**config.mk**
```make
export PLATFORM = sky130hd
export DESIGN_NAME = cssu_clock_ctrl
export DESIGN_NICKNAME = d
export VERILOG_FILES = /design/src/verilog/cssu_pkg.sv /design/src/verilog/cssu_clock_ctrl.sv
export VERILOG_INCLUDE_DIRS = /design/src /design/src/verilog
export SDC_FILE = /design/constraint.sdc
export NUM_CORES = 1
export LEC_CHECK = 0
export ABC_AREA = 1
export BUFFER_PORTS_ARGS = -buffer_cell sky130_fd_sc_hd__buf_2
export CORE_MARGIN = 4
export CORE_UTILIZATION = 58
export DETAILED_ROUTE_END_ITERATION = 8
export PLACE_DENSITY = 0.79
export SLEW_MARGIN = 20
export SYNTH_ARGS = -nofsm -noshare
export SYNTH_HDL_FRONTEND = slang
export SYNTH_SLANG_ARGS = --single-unit
```
**constraint.sdc**
```tcl
create_clock -name clk -period 3 [get_ports clk]
set_input_delay 0.15 -clock clk [delete_from_list [all_inputs] [get_ports clk]]
set_output_delay 0.15 -clock clk [all_outputs]
set_load 0.05 [all_outputs]
```
**src/verilog/cssu_regs.svh**
```systemverilog
/*
 * Constants of the clock source select and start-up block: fuse field widths,
 * shipped fuse values and start-up cycle counts.
 * Assumes it is included by bare name from the package and the design.
 */
`ifndef CSSU_REGS_SVH
`define CSSU_REGS_SVH

// fuse field layout and values
`define CSSU_SEL_W          4
`define CSSU_SUT_W          2
`define CSSU_FUSE_PROG      1'h0
`define CSSU_SHIP_SEL       4'h1
`define CSSU_SHIP_SUT       2'h2
`define CSSU_SHIP_AMP       1'h1
`define CSSU_SEL_XTAL_MIN   4'ha
`define CSSU_SEL_LFXTAL     4'h9
`define CSSU_SEL_EXTRC_MIN  4'h5
`define CSSU_SEL_INTRC_MIN  4'h1
`define CSSU_SEL_EXTCLK     4'h0
`define CSSU_RANGE_LO_CODE  3'h5
`define CSSU_RANGE_MID_CODE 3'h6
`define CSSU_RANGE_HI_CODE  3'h7

// start-up counts, in source or watchdog cycles; the settle count in clk cycles
`define CSSU_CNT_W          17
`define CSSU_CYC_6          17'h00006
`define CSSU_CYC_18         17'h00012
`define CSSU_CYC_258        17'h00102
`define CSSU_CYC_1K         17'h00400
`define CSSU_CYC_16K        17'h04000
`define CSSU_CYC_32K        17'h08000
`define CSSU_WDT_CYC_4K     17'h01000
`define CSSU_WDT_CYC_64K    17'h10000
`define CSSU_SETTLE_CYC     2'h3

`endif

```
**src/verilog/cssu_pkg.sv**
```systemverilog
/*
 * Types of the clock source select and start-up block.
 * Assumes the constants header sits beside it.
 */
`include "cssu_regs.svh"
package cssu_pkg;
    typedef enum logic [2:0] {
        ST_CAPTURE = 3'h0, ST_SRC = 3'h1, ST_WDT = 3'h3, ST_RUN = 3'h2, ST_SLEEP = 3'h6
    } cssu_state_t;
    typedef enum logic [2:0] {
        SLP_IDLE = 3'h0, SLP_ADC_NOISE = 3'h1, SLP_POWER_DOWN = 3'h2,
        SLP_POWER_SAVE = 3'h3, SLP_STANDBY = 3'h6, SLP_EXT_STANDBY = 3'h7
    } cssu_sleep_t;
    typedef enum logic [2:0] {
        SRC_XTAL = 3'h0, SRC_LFXTAL = 3'h1, SRC_EXTRC = 3'h2,
        SRC_INTRC = 3'h3, SRC_EXTCLK = 3'h4
    } cssu_src_kind_t;
    typedef enum logic [2:0] {
        RNG_NONE = 3'h0, RNG_0M4_0M9 = 3'h1, RNG_0M9_3M0 = 3'h2,
        RNG_3M0_8M0 = 3'h3, RNG_1M0_UP = 3'h4
    } cssu_range_t;
    typedef enum logic [2:0] {
        CNT_6 = 3'h0, CNT_18 = 3'h1, CNT_258 = 3'h2, CNT_1K = 3'h3,
        CNT_16K = 3'h4, CNT_32K = 3'h5
    } cssu_src_cnt_t;
    typedef enum logic [1:0] {
        EXTRA_NONE = 2'h0, EXTRA_4K = 2'h1, EXTRA_64K = 2'h2
    } cssu_extra_t;
    typedef struct packed {
        logic core;
        logic periph;
        logic progMem;
        logic asyncTimer;
        logic converter;
    } cssu_domains_t;
    typedef struct packed {
        cssu_src_cnt_t srcCnt;
        cssu_extra_t   extra;
        logic          reserved;
    } cssu_startup_t;
endpackage

```
**src/verilog/cssu_clock_ctrl.sv**
```systemverilog
/*
 * Clock source select and start-up sequencer: decodes the clock fuses,
 * times start-up on source and watchdog oscillator ticks, and drives the
 * enables of the five clock domains from the sleep mode.
 * Assumes fuse levels, the source and watchdog oscillator pins and the
 * wake event arrive unsynchronised; sleep requests come from clk logic.
 */
`timescale 1ns/1ps
`include "cssu_regs.svh"
module cssu_clock_ctrl #(
    parameter logic [`CSSU_CNT_W-1:0] SRC_CYC_16K  = `CSSU_CYC_16K,
    parameter logic [`CSSU_CNT_W-1:0] SRC_CYC_32K  = `CSSU_CYC_32K,
    parameter logic [`CSSU_CNT_W-1:0] WDT_CYC_64K  = `CSSU_WDT_CYC_64K
) (
    // clock and reset
    input  wire logic                        clk,
    input  wire logic                        rstn,
    // fuse levels
    input  wire logic [`CSSU_SEL_W-1:0]      clockSourceSelectFuses,
    input  wire logic [`CSSU_SUT_W-1:0]      startupTimeFuses,
    input  wire logic                        amplifierSwingOption,
    // oscillator ticks seen as pins
    input  wire logic                        sourceOscPin,
    input  wire logic                        watchdogOscPin,
    // sleep control
    input  wire logic                        sleepReq,
    input  wire cssu_pkg::cssu_sleep_t       sleepMode,
    input  wire logic                        wakeEvent,
    // domain enables and status
    output cssu_pkg::cssu_domains_t          domainEn,
    output logic                             startupBusy,
    output logic                             asyncIrqSenseEn,
    output logic                             twoWireAsyncMatchEn,
    // decoded oscillator configuration
    output cssu_pkg::cssu_src_kind_t         sourceKind,
    output cssu_pkg::cssu_range_t            freqRange,
    output logic                             fullSwingMode,
    output logic                             cfgReserved
);

    // ************************************************************
    // input synchronisers
    // ************************************************************
    logic [`CSSU_SEL_W-1:0] selMeta_q, selSync_q;
    logic [`CSSU_SUT_W-1:0] sutMeta_q, sutSync_q;
    logic                   ampMeta_q, ampSync_q;
    logic [2:0]             srcPipe_q, wdtPipe_q, wakePipe_q;
    logic                   srcTick, wdtTick, wakeLvl;

    // fuse levels are static, two flops are enough to tame them
    always_ff @(posedge clk or negedge rstn) begin
        if (!rstn) begin
            selMeta_q <= `CSSU_SHIP_SEL;
            selSync_q <= `CSSU_SHIP_SEL;
            sutMeta_q <= `CSSU_SHIP_SUT;
            sutSync_q <= `CSSU_SHIP_SUT;
            ampMeta_q <= `CSSU_SHIP_AMP;
            ampSync_q <= `CSSU_SHIP_AMP;
        end else begin
            selMeta_q <= clockSourceSelectFuses;
            selSync_q <= selMeta_q;
            sutMeta_q <= startupTimeFuses;
            sutSync_q <= sutMeta_q;
            ampMeta_q <= amplifierSwingOption;
            ampSync_q <= ampMeta_q;
        end
    end

    // bit 0 is the metastable stage; edges are taken on bits 1 and 2 only
    always_ff @(posedge clk or negedge rstn) begin
        if (!rstn) begin
            srcPipe_q  <= 3'h0;
            wdtPipe_q  <= 3'h0;
            wakePipe_q <= 3'h0;
        end else begin
            srcPipe_q  <= {srcPipe_q[1:0], sourceOscPin};
            wdtPipe_q  <= {wdtPipe_q[1:0], watchdogOscPin};
            wakePipe_q <= {wakePipe_q[1:0], wakeEvent};
        end
    end

    // oscillators must stay below half of clk or ticks are lost
    assign srcTick = srcPipe_q[1] & ~srcPipe_q[2];
    assign wdtTick = wdtPipe_q[1] & ~wdtPipe_q[2];
    assign wakeLvl = wakePipe_q[1];

    // ************************************************************
    // fuse capture and decode
    // ************************************************************
    cssu_pkg::cssu_state_t   state_q, state_d;
    logic [`CSSU_SEL_W-1:0]  fuseSel_q;
    logic [`CSSU_SUT_W-1:0]  fuseSut_q;
    logic                    fuseAmp_q;
    logic [1:0]              settle_q;
    cssu_pkg::cssu_startup_t startCfg;

    // shipped values stand until the synchronised fuses are caught
    always_ff @(posedge clk or negedge rstn) begin
        if (!rstn) begin
            fuseSel_q <= `CSSU_SHIP_SEL;
            fuseSut_q <= `CSSU_SHIP_SUT;
            fuseAmp_q <= `CSSU_SHIP_AMP;
            settle_q  <= 2'h0;
        end else if (state_q == cssu_pkg::ST_CAPTURE) begin
            settle_q  <= settle_q + 2'h1;
            fuseSel_q <= selSync_q;
            fuseSut_q <= sutSync_q;
            fuseAmp_q <= ampSync_q;
        end
    end

    // start-up table per source kind, fuse code sut
    function automatic cssu_pkg::cssu_startup_t decodeStartup(
        input logic [`CSSU_SEL_W-1:0] sel,
        input logic [`CSSU_SUT_W-1:0] sut
    );
        cssu_pkg::cssu_startup_t r;
        r = '{cssu_pkg::CNT_6, cssu_pkg::EXTRA_NONE, 1'b0};
        if (sel >= `CSSU_SEL_XTAL_MIN && !sel[0]) begin
            case (sut)
                2'h0:    r = '{cssu_pkg::CNT_258, cssu_pkg::EXTRA_4K, 1'b0};
                2'h1:    r = '{cssu_pkg::CNT_258, cssu_pkg::EXTRA_64K, 1'b0};
                2'h2:    r = '{cssu_pkg::CNT_1K, cssu_pkg::EXTRA_NONE, 1'b0};
                default: r = '{cssu_pkg::CNT_1K, cssu_pkg::EXTRA_4K, 1'b0};
            endcase
        end else if (sel >= `CSSU_SEL_XTAL_MIN) begin
            case (sut)
                2'h0:    r = '{cssu_pkg::CNT_1K, cssu_pkg::EXTRA_64K, 1'b0};
                2'h1:    r = '{cssu_pkg::CNT_16K, cssu_pkg::EXTRA_NONE, 1'b0};
                2'h2:    r = '{cssu_pkg::CNT_16K, cssu_pkg::EXTRA_4K, 1'b0};
                default: r = '{cssu_pkg::CNT_16K, cssu_pkg::EXTRA_64K, 1'b0};
            endcase
        end else if (sel == `CSSU_SEL_LFXTAL) begin
            case (sut)
                2'h0:    r = '{cssu_pkg::CNT_1K, cssu_pkg::EXTRA_4K, 1'b0};
                2'h1:    r = '{cssu_pkg::CNT_1K, cssu_pkg::EXTRA_64K, 1'b0};
                2'h2:    r = '{cssu_pkg::CNT_32K, cssu_pkg::EXTRA_64K, 1'b0};
                default: r = '{cssu_pkg::CNT_32K, cssu_pkg::EXTRA_64K, 1'b1};
            endcase
        end else if (sel >= `CSSU_SEL_EXTRC_MIN) begin
            case (sut)
                2'h0:    r = '{cssu_pkg::CNT_18, cssu_pkg::EXTRA_NONE, 1'b0};
                2'h1:    r = '{cssu_pkg::CNT_18, cssu_pkg::EXTRA_4K, 1'b0};
                2'h2:    r = '{cssu_pkg::CNT_18, cssu_pkg::EXTRA_64K, 1'b0};
                default: r = '{cssu_pkg::CNT_6, cssu_pkg::EXTRA_4K, 1'b0};
            endcase
        end else begin
            // internal RC and external clock share one table; 11 is reserved
            case (sut)
                2'h0:    r = '{cssu_pkg::CNT_6, cssu_pkg::EXTRA_NONE, 1'b0};
                2'h1:    r = '{cssu_pkg::CNT_6, cssu_pkg::EXTRA_4K, 1'b0};
                2'h2:    r = '{cssu_pkg::CNT_6, cssu_pkg::EXTRA_64K, 1'b0};
                default: r = '{cssu_pkg::CNT_6, cssu_pkg::EXTRA_64K, 1'b1};
            endcase
        end
        return r;
    endfunction

    assign startCfg = decodeStartup(fuseSel_q, fuseSut_q);

    // source kind, amplifier mode and crystal range; a zero bit is programmed
    always_ff @(posedge clk or negedge rstn) begin
        if (!rstn) begin
            sourceKind    <= cssu_pkg::SRC_INTRC;
            freqRange     <= cssu_pkg::RNG_NONE;
            fullSwingMode <= 1'b0;
            cfgReserved   <= 1'b0;
        end else begin
            if (fuseSel_q >= `CSSU_SEL_XTAL_MIN)
                sourceKind <= cssu_pkg::SRC_XTAL;
            else if (fuseSel_q == `CSSU_SEL_LFXTAL)
                sourceKind <= cssu_pkg::SRC_LFXTAL;
            else if (fuseSel_q >= `CSSU_SEL_EXTRC_MIN)
                sourceKind <= cssu_pkg::SRC_EXTRC;
            else if (fuseSel_q >= `CSSU_SEL_INTRC_MIN)
                sourceKind <= cssu_pkg::SRC_INTRC;
            else
                sourceKind <= cssu_pkg::SRC_EXTCLK;
            fullSwingMode <= (fuseAmp_q == `CSSU_FUSE_PROG);
            if (fuseSel_q < `CSSU_SEL_XTAL_MIN)
                freqRange <= cssu_pkg::RNG_NONE;
            else if (fuseAmp_q == `CSSU_FUSE_PROG)
                freqRange <= cssu_pkg::RNG_1M0_UP;
            else if (fuseSel_q[3:1] == `CSSU_RANGE_LO_CODE)
                freqRange <= cssu_pkg::RNG_0M4_0M9;
            else if (fuseSel_q[3:1] == `CSSU_RANGE_MID_CODE)
                freqRange <= cssu_pkg::RNG_0M9_3M0;
            else
                freqRange <= cssu_pkg::RNG_3M0_8M0;
            cfgReserved <= startCfg.reserved;
        end
    end

    // ************************************************************
    // start-up sequencer
    // ************************************************************
    logic [`CSSU_CNT_W-1:0] cnt_q, srcLast, wdtLast;
    logic                   fromReset_q;
    cssu_pkg::cssu_sleep_t  mode_q;
    logic                   srcDone, wdtDone;

    always_comb begin
        case (startCfg.srcCnt)
            cssu_pkg::CNT_6:   srcLast = `CSSU_CYC_6 - 17'h00001;
            cssu_pkg::CNT_18:  srcLast = `CSSU_CYC_18 - 17'h00001;
            cssu_pkg::CNT_258: srcLast = `CSSU_CYC_258 - 17'h00001;
            cssu_pkg::CNT_1K:  srcLast = `CSSU_CYC_1K - 17'h00001;
            cssu_pkg::CNT_16K: srcLast = SRC_CYC_16K - 17'h00001;
            default:           srcLast = SRC_CYC_32K - 17'h00001;
        endcase
        wdtLast = (startCfg.extra == cssu_pkg::EXTRA_64K) ?
                  WDT_CYC_64K - 17'h00001 : `CSSU_WDT_CYC_4K - 17'h00001;
    end

    assign srcDone = srcTick && cnt_q == srcLast;
    assign wdtDone = wdtTick && cnt_q == wdtLast;

    // source ticks first, watchdog ticks after, release last
    always_comb begin
        state_d = state_q;
        case (state_q)
            cssu_pkg::ST_CAPTURE:
                if (settle_q == `CSSU_SETTLE_CYC)
                    state_d = cssu_pkg::ST_SRC;
            cssu_pkg::ST_SRC:
                if (srcDone)
                    state_d = (fromReset_q && startCfg.extra != cssu_pkg::EXTRA_NONE) ?
                              cssu_pkg::ST_WDT : cssu_pkg::ST_RUN;
            cssu_pkg::ST_WDT:
                if (wdtDone)
                    state_d = cssu_pkg::ST_RUN;
            cssu_pkg::ST_RUN:
                if (sleepReq)
                    state_d = cssu_pkg::ST_SLEEP;
            cssu_pkg::ST_SLEEP:
                // oscillator stopped only in power-down and power-save
                if (wakeLvl)
                    state_d = (mode_q == cssu_pkg::SLP_POWER_DOWN ||
                               mode_q == cssu_pkg::SLP_POWER_SAVE) ?
                              cssu_pkg::ST_SRC : cssu_pkg::ST_RUN;
            default:
                state_d = cssu_pkg::ST_CAPTURE;
        endcase
    end

    always_ff @(posedge clk or negedge rstn) begin
        if (!rstn) begin
            state_q     <= cssu_pkg::ST_CAPTURE;
            fromReset_q <= 1'b1;
            mode_q      <= cssu_pkg::SLP_IDLE;
            cnt_q       <= '0;
        end else begin
            state_q <= state_d;
            if (state_q == cssu_pkg::ST_RUN && sleepReq) begin
                mode_q      <= sleepMode;
                fromReset_q <= 1'b0;
            end
            // counter restarts on every state change
            if (state_d != state_q)
                cnt_q <= '0;
            else if ((state_q == cssu_pkg::ST_SRC && srcTick) ||
                     (state_q == cssu_pkg::ST_WDT && wdtTick))
                cnt_q <= cnt_q + 17'h00001;
        end
    end

    // ************************************************************
    // clock domain enables
    // ************************************************************
    cssu_pkg::cssu_domains_t domain_d;
    cssu_pkg::cssu_sleep_t   modeNext;

    assign modeNext = (state_q == cssu_pkg::ST_RUN && sleepReq) ? sleepMode : mode_q;

    // enables follow the next state so they line up with state_q
    always_comb begin
        domain_d = '0;
        case (state_d)
            cssu_pkg::ST_RUN:
                domain_d = '{1'b1, 1'b1, 1'b1, 1'b1, 1'b1};
            cssu_pkg::ST_SLEEP:
                case (modeNext)
                    cssu_pkg::SLP_IDLE:        domain_d = '{1'b0, 1'b1, 1'b0, 1'b1, 1'b1};
                    cssu_pkg::SLP_ADC_NOISE:   domain_d = '{1'b0, 1'b0, 1'b0, 1'b1, 1'b1};
                    cssu_pkg::SLP_POWER_SAVE,
                    cssu_pkg::SLP_EXT_STANDBY: domain_d = '{1'b0, 1'b0, 1'b0, 1'b1, 1'b0};
                    default:                   domain_d = '0;
                endcase
            default:
                domain_d = '0;
        endcase
        domain_d.progMem = domain_d.core;
    end

    always_ff @(posedge clk or negedge rstn) begin
        if (!rstn) begin
            domainEn            <= '0;
            startupBusy         <= 1'b1;
            // peripherals are off in reset, so async sensing must already be on
            asyncIrqSenseEn     <= 1'b1;
            twoWireAsyncMatchEn <= 1'b1;
        end else begin
            domainEn            <= domain_d;
            startupBusy         <= state_d != cssu_pkg::ST_RUN && state_d != cssu_pkg::ST_SLEEP;
            asyncIrqSenseEn     <= !domain_d.periph;
            twoWireAsyncMatchEn <= !domain_d.periph;
        end
    end
endmodule // cssu_clock_ctrl

```
# ---- Word level (Yosys, flattened, before mapping)
# Cells that the tools add are included.
dict set report totals {
  register_bits 69
  in_bits 16
  output_inout_bits 16
}
dict set report op_classes {
  add_sub_neg 2
  magnitude_cmp 4
  n_eq_ne 27
  muxes 32
  n_bitwise 5
  reduce_logical 19
}
# operator n
set ops {}
lappend ops {{$pmux 15 s5} 1}
lappend ops {{$mux 3} 12}
lappend ops {{$pmux 4 s3} 3}
lappend ops {{$pmux 6 s3} 2}
lappend ops {{$mux 17} 2}
lappend ops {{$eq 3x2->1 const B} 8}
lappend ops {{$mux 6} 4}
lappend ops {{$eq 3x3->1 const B} 6}
lappend ops {{$add 17x1->17 const B} 1}
lappend ops {{$eq 17x16->1} 1}
lappend ops {{$eq 17x17->1} 1}
lappend ops {{$mux 16} 1}
lappend ops {{$pmux 3 s5} 1}
lappend ops {{$pmux 5 s2} 1}
lappend ops {{$eq 3x1->1 const B} 3}
lappend ops {{$logic_not 3->1} 3}
lappend ops {{$pmux 3 s3} 1}
lappend ops {{$logic_and 1x1->1} 8}
lappend ops {{$eq 2x2->1 const B} 3}
lappend ops {{$eq 4x4->1 const B} 1}
lappend ops {{$ge 4x1->1 const B} 1}
lappend ops {{$ge 4x3->1 const B} 1}
lappend ops {{$ge 4x4->1 const B} 1}
lappend ops {{$lt 4x4->1 const B} 1}
lappend ops {{other kinds (14)} 22}

# ---- Longest topological paths before layout
dict set report depth {
  depth_word 15
  depth_mapped 19
}

# ---- Least setup slack after synthesis
# No wires, ideal clock.
dict set report synth_timing {
  path_kind {flip-flop to flip-flop}
  startpoint {register fuseSut_q[1]}
  endpoint {register cnt_q[7]}
  setup_ps 120
  arrival_ps 2176
  required_time_ps 2880
  path_slack_ps 705
  path_stages_with_launch 18
  path_buffers 1
  synth_period_minus_slack_ps 2295
  path_cell_list {dfstp_2 > inv_1 > ha_1 > o21ai_2 > nand2_1 > inv_1 > nand2_1 > nand2_1 > nand3_1 > nor2_1 > nand3_1 > nor2_1 > nand4_1 > nand2_1 > o211ai_2 > nand2_2 > buf_6 > nor2_1}
}
dict set report synth_between {
  elab_chain_len 14
}
# element line_no
set synth_rtl {}
lappend synth_rtl {{start, declared} cssu_clock_ctrl.sv:92} ;# logic [`CSSU_SUT_W-1:0] fuseSut_q;
lappend synth_rtl {{start signal, assigned} cssu_clock_ctrl.sv:101} ;# fuseSut_q <= `CSSU_SHIP_SUT;
lappend synth_rtl {{start signal, assigned} cssu_clock_ctrl.sv:107} ;# fuseSut_q <= sutSync_q;
lappend synth_rtl {{$eq 2x2->1, or another cell as far along} -}
lappend synth_rtl {{$pmux 4 s3 / $pmux 3 s3 (equally long branches)} {cssu_clock_ctrl.sv:141, cssu_clock_ctrl.sv:149}}
lappend synth_rtl {{$mux 6} cssu_clock_ctrl.sv:140} ;# end else if (sel >= `CSSU_SEL_EXTRC_MIN) begin
lappend synth_rtl {{$mux 6} cssu_clock_ctrl.sv:133} ;# end else if (sel == `CSSU_SEL_LFXTAL) begin
lappend synth_rtl {{$mux 6} cssu_clock_ctrl.sv:126} ;# end else if (sel >= `CSSU_SEL_XTAL_MIN) begin
lappend synth_rtl {{$mux 6 *} cssu_clock_ctrl.sv:119} ;# if (sel >= `CSSU_SEL_XTAL_MIN && !sel[0]) begin
lappend synth_rtl {{$eq 3x3->1, or another cell as far along} cssu_clock_ctrl.sv:203} ;# case (startCfg.srcCnt)
lappend synth_rtl {{$pmux 15 s5 / $mux 16 (equally long branches)} {cssu_clock_ctrl.sv:203, cssu_clock_ctrl.sv:211}}
lappend synth_rtl {{$eq 17x17->1 / $eq 17x16->1 (equally long branches)} {cssu_clock_ctrl.sv:215, cssu_clock_ctrl.sv:216}}
lappend synth_rtl {{$logic_and 1x1->1, on equally long branches} {cssu_clock_ctrl.sv:215, cssu_clock_ctrl.sv:216}}
lappend synth_rtl {{$mux 3, on equally long branches} {cssu_clock_ctrl.sv:226, cssu_clock_ctrl.sv:230}}
lappend synth_rtl {{$pmux 3 s5 *} cssu_clock_ctrl.sv:221} ;# case (state_q)
lappend synth_rtl {{$ne 3x3->1 *} cssu_clock_ctrl.sv:259} ;# if (state_d != state_q)
lappend synth_rtl {{$mux 17 / $reduce_bool 2->1 (equally long branches)} -}
lappend synth_rtl {{end signal, assigned} cssu_clock_ctrl.sv:263} ;# cnt_q <= cnt_q + 17'h00001;
lappend synth_rtl {{end, declared} cssu_clock_ctrl.sv:197} ;# logic [`CSSU_CNT_W-1:0] cnt_q, srcLast, wdtLast;
# Every way passes the cells marked *; elsewhere a longest branch is shown, timed or not.
# A chain may end at the register's enable or synchronous reset.

# ---- Worst setup path in the final report
dict set report layout_timing {
  startpoint {register fuseSut_q[1]}
  endpoint {register cnt_q[13]}
}
# The elaborated chain is that of the path after synthesis.

==> summary.md <==
| Metric | Value |
|---|---|
| Status | `finished clean` |
| Share of layout cells above drive strength 1 | `19.31%` |
| CTS buffer count | `9` |
| Final max-slew violation count | `0` |
| ANT nets after route | `0` |
| Worst path top cell family by delay | `simple AND/OR/NAND/NOR gates` |
| Clock Tree Buf Depth | `2` |
| Fmax | `376.5 MHz` |
| DRT iter0 DRCs | `156` |
| Syn_nets | `around 370` |
| RSZ-0062 raised after global routing | `false` |
| Worst-Margin Slew | `737.2 ps` |
| Drt wl/cell | `12.93 µm` |
| Max VDD drop | `about 0.78 mV` |
| Synth Area per Inst | `9.052 µm²` |
| Min cycle time layout | `~2700 ps` |
| Ant. Diodes | `0` |
| Nets | `422` |
| Non-filler cells, final | `474` |
| Slowest cell on crit path | `dfstp_2` |
| Synth cell types | `33` |
| Clk_skew | `5.994 ps` |
| Cells after DPL | `447` |
| Worst Path Buf+Inv | `3` |
| Die Height | `81.81 µm` |
| Gp weighted congestion | `0.9251` |
| Critical path class | `register to register` |
| DP Worst Slack | `366.4 ps` |
| Largest net degree at the start of global routing | `35` |
| Dpl hpwl | `4466 µm` |
| Worst-path cell chain | `inv_1 -> ha_1 -> o21ai_2 -> nand2_1 -> inv_1 -> nand2_1 -> nand2_1 -> nand3_1 -> nor2_1 -> nand3_1 -> nor2_1 -> nand4_1 -> o211ai_1 -> inv_1 -> nand2_2 -> nor2_1` |
| Port-buffer cells | `31` |
| Vias/cell | `5.116` |
| Pwr Density | `954.6 nW/µm²` |
| Finish-stage setup viols | `0` |
| Final Hold Fails | `0` |
| Initial antenna violation count | `0` |
| H-tree Lvls | `3` |
| Clock root cell | `clkbuf_8` |
| Cell area after synthesis | `3159 µm²` |
| Hold Path Origin | `sleepMode[2]` |
| Synth top area share | `43.56%` |
| CTS Hold Bufs | `11` |
| Yosys warns | `0` |
| Row count | `26` |
| Max incr delay on CP | `550 ps` |
| Vias in the first global route | `2471` |
| Reg2Reg Launch Point | `fuseSut_q[1]` |
| Fill count | `409` |
| Clock insertion delay at the later pin of the skew report | `340 ps` |
| Sequential-to-total area share from yosys stat | `55.21%` |
| Post-CTS Resized | `0` |
| Crit share post-route | `~89%` |
| Number of max-cap violations | `0` |
| Worst Setup End Kind | `register` |
| Area growth syn-to-layout | `17.31%` |
| Setup WS post-layout | `343.9 ps` |
| GRT overflow | `0` |
| Hold WC Path Type | `input port to register` |
| Dominant cells by area after synthesis | `dfrtp_1, dfstp_2, nand2_1` |
| Total Wirelength | `6130 µm` |
| Worst setup SP type | `register` |
| Die Width | `81.81 µm` |
| DRT Pass-1 Iters | `6` |
| Setup_tns | `0 ps` |
| Cell taking the most area after synthesis | `dfrtp_1` |
| DRC | `0` |
| Req. time, crit path | `3220 ps` |
| Vias | `around 2400` |
| Reg clk slew, reported paths | `roughly 70 ps` |
| Initial Util | `60.70%` |
| Storage cell area | `1744 µm²` |
| First-pass GRT wire length | `10850 µm` |
| Post-synthesis cell count | `349` |
| Worst setup path startpoint | `fuseSut_q[1]` |
| CTS Sinks | `69` |
| Relative slew slack | `50.85%` |
| Die ar. | `6692 µm²` |
| Overall Global Routing Usage | `21.37%` |
| CTS tree | `yes` |
| Io pins | `32` |
| FF+latch count, synth | `between 60 and 70` |
| Core area | `approximately 5200 µm²` |
| Crit path arrival time | `2870 ps` |
| Max Fanout on Critical Path | `17` |
| Post-CTS setup buffer count | `0` |
| P_leak | `1.856 nW` |
| Multi-input gate area | `1182 µm²` |
cells in the mapped netlist, drive strengths merged:
master / count
nor2: 53
o21ai: 15
inv: 52
nor4: 3
nand3: 21
xnor2: 1
nor3b: 1
o21bai: 1
nand2: 61
ha: 7
dfstp: 14
nor3: 10
dfrtp: 55
or2: 4
mux2i: 1
a32o: 1
xor2: 14
nand3b: 2
clkbuf: 1
nand4: 10
buf: 4
mux2: 1
o211ai: 3
a21oi: 14
area by class of cell:
| class | count | share of cell area, % |
|---|---|---|
| flip-flops and latches | 69 | 47.06 |
| multi-input cells | 223 | 31.90 |
| repair buffers | 44 | 7.562 |
| inverters | 52 | 5.267 |
| clock buffers | 11 | 3.545 |
| well taps | 70 | 2.363 |
| clock inverters | 5 | 2.296 |
placed cells by master, fill, tap and decap left out, types with 2 or more instances in the layout:
cell type and n:
buf_2 31, ha_1 7, o211ai_1 2, nor2_2 2, clkbuf_8 9, nand2_2 4, clkinv_4 2, dfstp_2 14
nand2_1 57, or2_2 4, nand3_1 21, inv_1 51, nor4_1 3, o21ai_0 14, dfrtp_1 55, xor2_1 14
a21oi_1 13, nor2_1 51, clkbuf_1 2, buf_4 2, dlygate4sd3_1 11, bufinv_16 2, nand4_1 10, nor3_1 9
layer usage:
layer	wire length, µm	vias to the layer above	track usage, %
met5	0	-	0
met3	260	5	6.250
li1	-	1209	-
met1	2728	1156	26.34
met2	3086	55	36.75
met4	55	0	5.648
stage by stage:
stage / area (µm²) / total power, mW / utilization, % / hold slack, ps
after floorplan: 3159 / 2.424 / - / -145.6
after global placement: 3379 / 2.657 / 64.93 / 238.0
after detailed placement: 3379 / 2.716 / 64.93 / 257.6
after CTS: 3706 / 3.558 / 71.20 / 118.5
after global routing: 3706 / 3.800 / 71.20 / 130.8
final: 3706 / 3.538 / 71.20 / 124.0
sequential cells by signal (all words and copies together), names as in the netlist, 2 cells and up:
name        flops
wdtPipe_q       3
domainEn        4
fuseSel_q       4
freqRange       3
srcPipe_q       3
sutMeta_q       2
mode_q          3
wakePipe_q      2
sourceKind      3
state_q         3
sutSync_q       2
selSync_q       4
fuseSut_q       2
settle_q        2
selMeta_q       4
cnt_q          17
kinds of logic (layout without fill, tap and decap cells):
group	Yosys count	in the layout	share of synthesized area (%)
AO/OA/AOI/OAI	34	34	6.257
XOR/XNOR	15	15	4.159
adder cells (fa/ha/maj)	7	7	2.772
buffers and inverters	57	112	7.366
flip-flops	69	69	55.21
multiplexers	2	2	0.6733
AND/OR/NAND/NOR	165	165	23.56
report_power, final:
part,internal (mW),leakage (nW),total [mW],switching [mW]
registers,1.15,0.845,1.26,0.113
logic,0.430,0.907,1.46,1.03
clock network,0.472,0.104,0.819,0.347
tightest hold or removal path, stage by stage:
cell,delay (ps)
buf_2,70
o21ai_0,130
inv_1,80
final timing paths:
kind / end / slack, ps / cells after the start
worst min register to register: wdtPipe_q[1] / 350 / 0
worst max register to register: cnt_q[13] / 340 / 16
min in group asynchronous: freqRange[1] / 410 / 2
worst max-delay path: cnt_q[13] / 340 / 16
max in group asynchronous: startupBusy / 1780 / 3
worst min-delay path: mode_q[2] / 120 / 3
Power figures use the tool's default switching activity.
